### src/core/pin_control_pkg.sv
// Package with the register map and reset values of the eight-pin control block
package pin_control_pkg;
  // ==========================================================
  // Register map
  localparam int unsigned PIN_COUNT = 8;
  localparam logic [11:0] PIN_CONTROL_OFFSET = 12'h0B8;
  localparam logic [11:0] PORT_STATUS_OFFSET = 12'h0BC;
  // ==========================================================
  // Field positions inside each four-bit pin group
  localparam int unsigned GROUP_WIDTH = 4;
  localparam int unsigned INPUT_POS = 0;
  localparam int unsigned DIR_POS = 1;
  localparam int unsigned VALUE_POS = 2;
  localparam int unsigned RESERVED_POS = 3;
  // ==========================================================
  // Reset values
  localparam logic INPUT_RESET = 1'h1;
  localparam logic DIR_RESET = 1'h0;
  localparam logic VALUE_RESET = 1'h0;
  localparam int unsigned SYNC_STAGES = 2;
endpackage

### src/core/pin_sync.sv
// Two-stage synchroniser for one pin level, with a settable reset value
`timescale 1ns/1ps
`default_nettype none
module pin_sync #(
  parameter logic RESET_VALUE = 1'b1
) (
  input wire logic clock_i,
  input wire logic rst_b_i,
  input wire logic pin_i,
  output logic level_o
);
  logic meta_ff;
  logic level_ff;
  logic nxt_meta;
  logic nxt_level;

  always_comb begin
    nxt_meta = pin_i;
    nxt_level = meta_ff;
  end

  always_ff @(posedge clock_i) begin
    if (!rst_b_i) begin
      meta_ff <= RESET_VALUE;
      level_ff <= RESET_VALUE;
    end else begin
      meta_ff <= nxt_meta;
      level_ff <= nxt_level;
    end
  end

  assign level_o = level_ff;
endmodule
`default_nettype wire

### src/core/pin_control.sv
// Eight-pin general-purpose control register behind an APB slave
// How it works
// RULE_01 - The register exists only when the port is the upstream port, at offset B8h.
// RULE_02 - Each input bit is read-only, shows the synchronised pin level and reads one after reset.
// RULE_03 - Each direction bit is writable, zero means input and one output, reset to zero.
// RULE_04 - A pin set as output is driven with its writable output value bit, reset to zero.
// RULE_05 - Pin zero's output value is used only while downstream port one's PME feature is off.
// RULE_06 - Pin one's output value is used only while downstream port two's PME feature is off.
// RULE_07 - Pin n uses bits 4n input, 4n+1 direction, 4n+2 value and 4n+3 reserved.
// RULE_08 - A pin set as input is not driven, and reserved bits read zero and ignore writes.
//
// Local design decision: register access over APB.
`timescale 1ns/1ps
`default_nettype none
module pin_control
  import pin_control_pkg::*;
#(
  parameter int unsigned PINS = pin_control_pkg::PIN_COUNT
) (
  input wire logic clock_i,
  input wire logic rst_b_i,
  input wire logic upstream_port_i,
  input wire logic pme_port1_enable_i,
  input wire logic pme_port2_enable_i,
  input wire logic psel_i,
  input wire logic penable_i,
  input wire logic pwrite_i,
  input wire logic [11:0] paddr_i,
  input wire logic [31:0] pwdata_i,
  input wire logic [3:0] pstrb_i,
  output logic [31:0] prdata_o,
  output logic pready_o,
  output logic pslverr_o,
  input wire logic [PINS-1:0] pin_in_i,
  output logic [PINS-1:0] pin_out_o,
  output logic [PINS-1:0] pin_oe_o
);
  import pin_control_pkg::*;

  // ==========================================================
  // Pin input synchronisers
  logic [PINS-1:0] pin_level;
  logic [2:0] sel_sync_ff;
  logic [2:0] nxt_sel_sync;
  logic [2:0] cfg_sync_ff;
  logic [2:0] nxt_cfg_sync;
  logic is_upstream;
  logic pme1_on;
  logic pme2_on;

  genvar gi;
  generate
    for (gi = 0; gi < PINS; gi++) begin : g_sync
      pin_sync #(
        .RESET_VALUE(INPUT_RESET)
      ) u_sync (
        .clock_i(clock_i),
        .rst_b_i(rst_b_i),
        .pin_i(pin_in_i[gi]),
        .level_o(pin_level[gi])
      );
    end
  endgenerate

  // Strap and PME enables arrive from other logic but are treated as async levels
  always_comb begin
    nxt_sel_sync = {pme_port2_enable_i, pme_port1_enable_i, upstream_port_i};
    nxt_cfg_sync = sel_sync_ff;
  end

  always_ff @(posedge clock_i) begin
    if (!rst_b_i) begin
      sel_sync_ff <= 3'h0;
      cfg_sync_ff <= 3'h0;
    end else begin
      sel_sync_ff <= nxt_sel_sync;
      cfg_sync_ff <= nxt_cfg_sync;
    end
  end

  assign is_upstream = cfg_sync_ff[0];
  assign pme1_on = cfg_sync_ff[1];
  assign pme2_on = cfg_sync_ff[2];

  // ==========================================================
  // Control bits
  logic [PINS-1:0] dir_ff;
  logic [PINS-1:0] value_ff;
  logic [PINS-1:0] nxt_dir;
  logic [PINS-1:0] nxt_value;
  logic access;
  logic hit_ctrl;
  logic hit_status;
  logic wr_ctrl;
  logic [31:0] ctrl_word;

  // A write is taken in its access cycle, read data is captured in the setup cycle; pready is always high
  assign access = psel_i && penable_i;
  assign hit_ctrl = (paddr_i == PIN_CONTROL_OFFSET) && is_upstream; // RULE_01
  assign hit_status = (paddr_i == PORT_STATUS_OFFSET) && is_upstream;
  assign wr_ctrl = access && pwrite_i && hit_ctrl;

  // Each byte lane holds two pin groups
  always_comb begin
    nxt_dir = dir_ff;
    nxt_value = value_ff;
    if (wr_ctrl) begin
      for (int i = 0; i < PINS; i++) begin
        if (pstrb_i[(i * GROUP_WIDTH) / 8]) begin
          nxt_dir[i] = pwdata_i[i * GROUP_WIDTH + DIR_POS]; // RULE_03 RULE_07
          nxt_value[i] = pwdata_i[i * GROUP_WIDTH + VALUE_POS]; // RULE_04 RULE_07
        end
      end
    end
  end

  always_ff @(posedge clock_i) begin
    if (!rst_b_i) begin
      dir_ff <= {PINS{DIR_RESET}};
      value_ff <= {PINS{VALUE_RESET}};
    end else begin
      dir_ff <= nxt_dir;
      value_ff <= nxt_value;
    end
  end

  // ==========================================================
  // Register image
  always_comb begin
    ctrl_word = 32'h0000_0000; // RULE_08
    for (int i = 0; i < PINS; i++) begin
      ctrl_word[i * GROUP_WIDTH + INPUT_POS] = pin_level[i]; // RULE_02 RULE_07
      ctrl_word[i * GROUP_WIDTH + DIR_POS] = dir_ff[i];
      ctrl_word[i * GROUP_WIDTH + VALUE_POS] = value_ff[i];
    end
  end

  // ==========================================================
  // Pin drivers
  logic [PINS-1:0] out_ff;
  logic [PINS-1:0] oe_ff;
  logic [PINS-1:0] nxt_out;
  logic [PINS-1:0] nxt_oe;

  always_comb begin
    nxt_oe = dir_ff; // RULE_03 RULE_08
    nxt_out = value_ff & dir_ff; // RULE_04
    // While a PME feature owns the pin, the software value is not used
    if (pme1_on) begin
      nxt_out[0] = 1'b0; // RULE_05
      nxt_oe[0] = 1'b0; // RULE_05
    end
    if (pme2_on && PINS > 1) begin
      nxt_out[1] = 1'b0; // RULE_06
      nxt_oe[1] = 1'b0; // RULE_06
    end
  end

  always_ff @(posedge clock_i) begin
    if (!rst_b_i) begin
      out_ff <= '0;
      oe_ff <= '0;
    end else begin
      out_ff <= nxt_out;
      oe_ff <= nxt_oe;
    end
  end

  assign pin_out_o = out_ff;
  assign pin_oe_o = oe_ff;

  // ==========================================================
  // APB read data and error
  logic [31:0] rdata_ff;
  logic [31:0] nxt_rdata;

  always_comb begin
    nxt_rdata = rdata_ff;
    if (psel_i && !penable_i && !pwrite_i) begin
      if (hit_ctrl) begin
        nxt_rdata = ctrl_word;
      end else if (hit_status) begin
        nxt_rdata = {29'h0, pme2_on, pme1_on, is_upstream};
      end else begin
        nxt_rdata = 32'h0000_0000;
      end
    end
  end

  always_ff @(posedge clock_i) begin
    if (!rst_b_i) begin
      rdata_ff <= 32'h0000_0000;
    end else begin
      rdata_ff <= nxt_rdata;
    end
  end

  assign prdata_o = rdata_ff;
  assign pready_o = 1'b1;
  // Unmapped addresses, downstream ports and writes to the status word answer with an error
  assign pslverr_o = access && !(hit_ctrl || (hit_status && !pwrite_i)); // RULE_01
endmodule
`default_nettype wire

### config.mk
export PLATFORM = sky130hd
export DESIGN_NAME = pin_control
export DESIGN_NICKNAME = d
export VERILOG_FILES = /design/src/core/pin_control_pkg.sv /design/src/core/pin_sync.sv /design/src/core/pin_control.sv
export SDC_FILE = /design/constraint.sdc
export NUM_CORES = 1
export LEC_CHECK = 0
export BUFFER_PORTS_ARGS = -buffer_cell sky130_fd_sc_hd__buf_2
export CORE_MARGIN = 8
export CORE_UTILIZATION = 25
export CTS_CLUSTER_DIAMETER = 50
export DETAILED_ROUTE_END_ITERATION = 8
export HOLD_SLACK_MARGIN = 0.12
export PLACE_DENSITY = 0.45
export SYNTH_ARGS = -nofsm -noshare
export SYNTH_HDL_FRONTEND = slang
export SYNTH_SLANG_ARGS = --single-unit
### constraint.sdc
create_clock -name clock_i -period 2.49 [get_ports clock_i]
set_clock_uncertainty 0.1 [all_clocks]
set_input_delay 0.249 -clock clock_i [delete_from_list [all_inputs] [get_ports clock_i]]
set_output_delay 0.249 -clock clock_i [all_outputs]
set_load 0.02 [all_outputs]
-- Word level (Yosys, flattened, before mapping)
Index checks and enable logic that the tools add are counted.
Widths: inputs -> output; s select.
- flip-flop bits (word level): 86
- bits in latches: 0
- bits in writable memories: 0
- bits in read-only memories: 0
- input bits: 64
- output and inout bits: 50
- word-level logic and storage cells: 58
- memories: 0
- add/sub/neg operators: 0
- $mul: 0
- div/mod/pow operators: 0
- order comparisons: 0
- equality and inequality tests: 2
- shift-type cells: 0
- multiplexer cells: 2
- bitwise operators: 2
- reduce and logical (&&, ||, !) cells: 19
- operator list (operator ; number):
    $mux 31 ; 1
    $eq 12x8->1 const B ; 2
    $logic_and 1x1->1 ; 9
    $and 8x8->8 ; 1
    $reduce_and 2->1 ; 4
    $reduce_or 2->1 ; 2
    $logic_not 1->1 ; 3
    $mux 3 ; 1
    $logic_or 1x1->1 ; 1
    $not 1->1 ; 1

-- Longest topological paths before layout
- depth in word-level cells: 6
- depth in mapped cells: 5
- mapped depth without buffers: 4

-- Modules after synthesis
Synthesis repeated with hierarchy kept, for this count alone.
- cell total of the unflattened synthesis: 247
- area total of the unflattened synthesis: 2568.7 um^2
- modules (own cells, without submodules) (module ; instances ; cells each ; area each (um^2) ; seq. area each (um^2)):
    pin_control ; 1 ; 215 ; 2148.3 ; 1241.2
    pin_sync ; 8 ; 4 ; 52.6 ; 40.0

-- Worst setup path before layout
Ideal clock, no wire load.
- kind: input -> register
- start: in paddr_i[6]
- end: reg rdata_ff[1], in the netlist prdata_o[1]
- setup time: 0.070 ns
- arrival: 1.652 ns
- data required time: 2.320 ns
- path slack: 0.668 ns
- stages: 4
- buffers on the path: 0
- path through: or4b_4 -> or3_4 -> or3_1 -> a21oi_1
- cells in the longest elaborated chain, start to end: 4
- elaborated cells on any way between the ends: 6
- those cells by class: eq/ne: 2; mux: 2; reduce/logical: 2
- RTL lines (item ; line ; text):
    start: declaration ; pin_control.sv:28 ; input wire logic [11:0] paddr_i,
    $eq 12x8->1 ; pin_control.sv:100 ; assign hit_status = (paddr_i == PORT_STATUS_OFFSET) && is_upstream;
    $logic_and 1x1->1 ; pin_control.sv:100 ;
    $mux 3 ; pin_control.sv:182 ; end else if (hit_status) begin
    $mux 31 (*) ; pin_control.sv:180 ; if (hit_ctrl) begin
    end signal: assignment ; pin_control.sv:194 ; rdata_ff <= nxt_rdata;
    end: declaration ; pin_control.sv:174 ; logic [31:0] rdata_ff;
Every way passes the cells marked *; elsewhere a longest branch is shown, timed or not.
A chain may end at the register's enable or synchronous reset.

-- Worst setup path after layout
- start: in paddr_i[6]
- end: out pslverr_o
- cells in the longest elaborated chain, start to end: 6
- elaborated cells on any way between the ends: 8
- those cells by class: eq/ne: 2; reduce/logical: 6
- RTL lines (item ; line ; text):
    $eq 12x8->1 ; pin_control.sv:100 ;
    $logic_and 1x1->1 ; pin_control.sv:100 ;
    $logic_and 1x1->1 ; pin_control.sv:201 ; assign pslverr_o = access && !(hit_ctrl || (hit_status && !pwrite_i));
    $logic_or 1x1->1 (*) ; pin_control.sv:201 ;
    $logic_not 1->1 (*) ; pin_control.sv:201 ;
    $logic_and 1x1->1 (*) ; pin_control.sv:201 ;
    end: declaration ; pin_control.sv:33 ; output logic pslverr_o,
Marked as above.

==> impl_metrics.tcl <==
set metrics [dict create \
    crit_path_capture_type "output port" \
    synth.lib_cells_used.distinct 30 \
    num_antenna_cells 0 \
    timing.hold.worst_endpoint "value_ff[1]" \
    final_net_count 430 \
    worst_slew_pin_slew_ns 1.01 \
    initial_standard_cell_utilization_of_the_core_pct 25.3 \
    synth_most_common_cell "dfxtp_1" \
    route.detailed.vias_per_inst 3.99 \
    report.power.total_mw 2.46 \
    critical-path-max-stage-delay_ns 0.55 \
    cts_made_buffers 9 \
    grt_pass1_vias 2060 \
    netlist.area_leader.share_pct 60.5 \
    clockBufferDepth 2 \
    reg2regPathDepth 4 \
    critical_path_required_ns 2.14 \
    initial_antenna_violation_count 0 \
    synth.cells.most_frequent "78 x dfxtp_1, 53 x nand2_1, 18 x mux2i_1" \
    htree_num_levels 3 \
    remaining_global_route_overflow 0 \
    drcViolationCount 0 \
    final.hold.worst_slack_ns 0.220 \
    power.ir.vdd_worst_v 0.000308 \
    cts-root-buf "clkbuf_8" \
    grt_start_max_net_pins 62 \
    fillers 1052 \
    routed_wirelength_um 6330 \
    die_width_um 118 \
    startpoint_type "input port" \
    drt_iter0_drc 102 \
    post-synth-top-area-cell "dfxtp_1" \
    synthCells 250 \
    timing.critical_path.max_delay_family "simple AND/OR/NAND/NOR gates" \
    cpMaxStageDelayCell "or4b_4" \
    timing.reg2reg.setup_slack_ns 0.73 \
    cts_tree "yes" \
    clkTransAtPathRegs_ns 0.08 \
    layout.area.seq_um2 1560 \
    crit_top_cell "buf_2" \
    timing.rr.end "prdata_o[16]" \
    final_layout_size_suffix_gt1_share_pct 30.2 \
    setup-tns-final_ns 0 \
    worst_slew_margin_rel_pct 32.8 \
    core_um2 10200 \
    cts.sink_count 78 \
    leakagePower_nw 1.77 \
    multi_input_comb_area_um2 912 \
    synth.ff_latch_count 78 \
    hold_violations 0 \
    area_growth_pct 40.6 \
    post_cts.repair.setup_buffers 0 \
    rsz_0062_raised_after_global_routing "false" \
    postCtsHoldBufs 27 \
    tightest_hold_check_type "input port to register" \
    pin_count 114 \
    setup_viol 0 \
    syn_warnings 0 \
    worst-endpoint-arrival_ns 1.63 \
    worstPathCellList "buf_2 > or4b_4 > or3_4 > a21oi_1 > nor2_1 > buf_2" \
    place.detailed.hpwl_um 4490 \
    dr_total_vias 2021 \
    placement_rows 37 \
    final_min_period_over_clock_period_pct 79.4 \
    portBuffers 88 \
    ys_async_rst_share_pct 0 \
    max_clock_freq_mhz 506 \
    pwr_density_cell_nw_per_um2 680 \
    syn_area_per_cell_um2 10.3 \
    synth_enable_flop_cells 0 \
    synth_top_flop_cell "dfxtp_1" \
    dieArea_um2 13800 \
    wire_length_of_the_first_global_routing_pass_um 10200 \
    number_of_search_and_repair_iterations_in_the_first_detailed_routing_pass 4 \
    ys_seq_area_share_pct 60.5 \
    timing.rr.start "cfg_sync_ff[0]" \
    worst-path-buf-inv 2 \
    final_period_minus_worst_setup_slack_ns 1.98 \
    finalMaxSlewViolations 0 \
    routed_wire_length_per_instance_um 12.5 \
    timing.max_cap.violations 0 \
    hold-path-cell-count 3 \
    dieHeight_um 118 \
    criticalPathCategory "input port to output port" \
    hold_path_startpoint "pstrb_i[0]" \
    worstPathMaxFanout 4 \
    grt_use_total_pct 9.18 \
    post_synth_instance_area_um2 2580 \
    gp_congestion 0.686 \
    synth_top_cells_by_area "dfxtp_1 61%, nand2_1 7.7%, mux2i_1 7.0%" \
    antenna_left 0 \
    clkLatencyLatePin_ns 0.34 \
    outcome "completed" \
    cts.repair.resized 0 \
]
[stage by stage]
step / instance area [um2] / setup WS (ns) / util (%) / std cells
after floorplan: 2610 / 0.668 / - / 257
after global placement: 3130 / 0.373 / 30.7 / 464
after detailed placement: 3130 / 0.358 / 30.7 / 464
after CTS: 3630 / 0.489 / 35.6 / 507
after global routing: 3630 / 0.419 / 35.6 / 507
final: 3630 / 0.512 / 35.6 / 507
[layout make-up]
class | count | share of cell area, %
Tap cell | 136 | 4.69
Multi-Input combinational cell | 153 | 25.1
Clock buffer | 10 | 3.79
Clock inverter | 6 | 2.59
Timing Repair Buffer | 117 | 20.0
Sequential cell | 78 | 43.0
Inverter | 7 | 0.724
[state kept, by name (all words and copies together), names as in the netlist, 8 cells and up]
register,count
pin_out_o,8
g_sync.u_sync.meta_ff,8
pin_oe_o,8
g_sync.u_sync.level_o,8
dir_ff,8
value_ff,8
prdata_o,24
[cells in the final DEF, fill, tap and decap left out, drive strengths merged, types with 3 or more instances in the layout]
cell / Yosys / final
buf: 10 / 90
mux2i: 18 / 18
a22o: 7 / 7
o21ai: 14 / 14
clkbuf: 9 / 10
dfxtp: 78 / 78
dlygate4sd3: 0 / 27
and3: 6 / 6
nor2: 3 / 3
or3: 3 / 3
conb: 2 / 9
a21oi: 3 / 3
nand2b: 16 / 16
inv: 7 / 8
and2: 9 / 9
nand2: 53 / 53
[per-layer routing]
layer	GRT usage, %	routed length [um]	vias up
li1	-	-	1038
met1	10.7	2850	910
met2	13.9	2870	64
met3	4.32	504	9
met4	4.32	110	0
met5	0	0	-
[report_power, final]
part	internal (mW)	switching [mW]	total, mW
logic	0.0716	0.0657	0.137
registers	1.26	0.00345	1.27
clock network	0.599	0.463	1.06
total	1.93	0.532	2.46
[worst max-delay path by stage]
stage | cells after the start | from | slack (ns) | end
after floorplan | 4 | paddr_i[6] | 0.67 | prdata_o[1]
after global placement | 5 | paddr_i[6] | 0.37 | prdata_o[16]
after detailed placement | 5 | paddr_i[6] | 0.36 | prdata_o[16]
after CTS | 5 | cfg_sync_ff[0] | 0.49 | pslverr_o
after global routing | 5 | cfg_sync_ff[0] | 0.42 | pslverr_o
final | 6 | paddr_i[6] | 0.51 | pslverr_o
[worst register-to-register path: cells and delay by family, from the launching register on]
family / cells / cell delay (ns)
AND/OR/NAND/NOR: 3 / 1.14
flip-flops: 1 / 0.31
AO/OA/AOI/OAI: 1 / 0.16
[cells by family after synthesis]
group | share of synthesized area, %
other cells | 0.291
buf+inv | 5.14
compound gates | 5.97
mux | 6.98
flops | 60.5
simple gates | 21.1
Note: power is estimated with default switching activity, not from simulation.
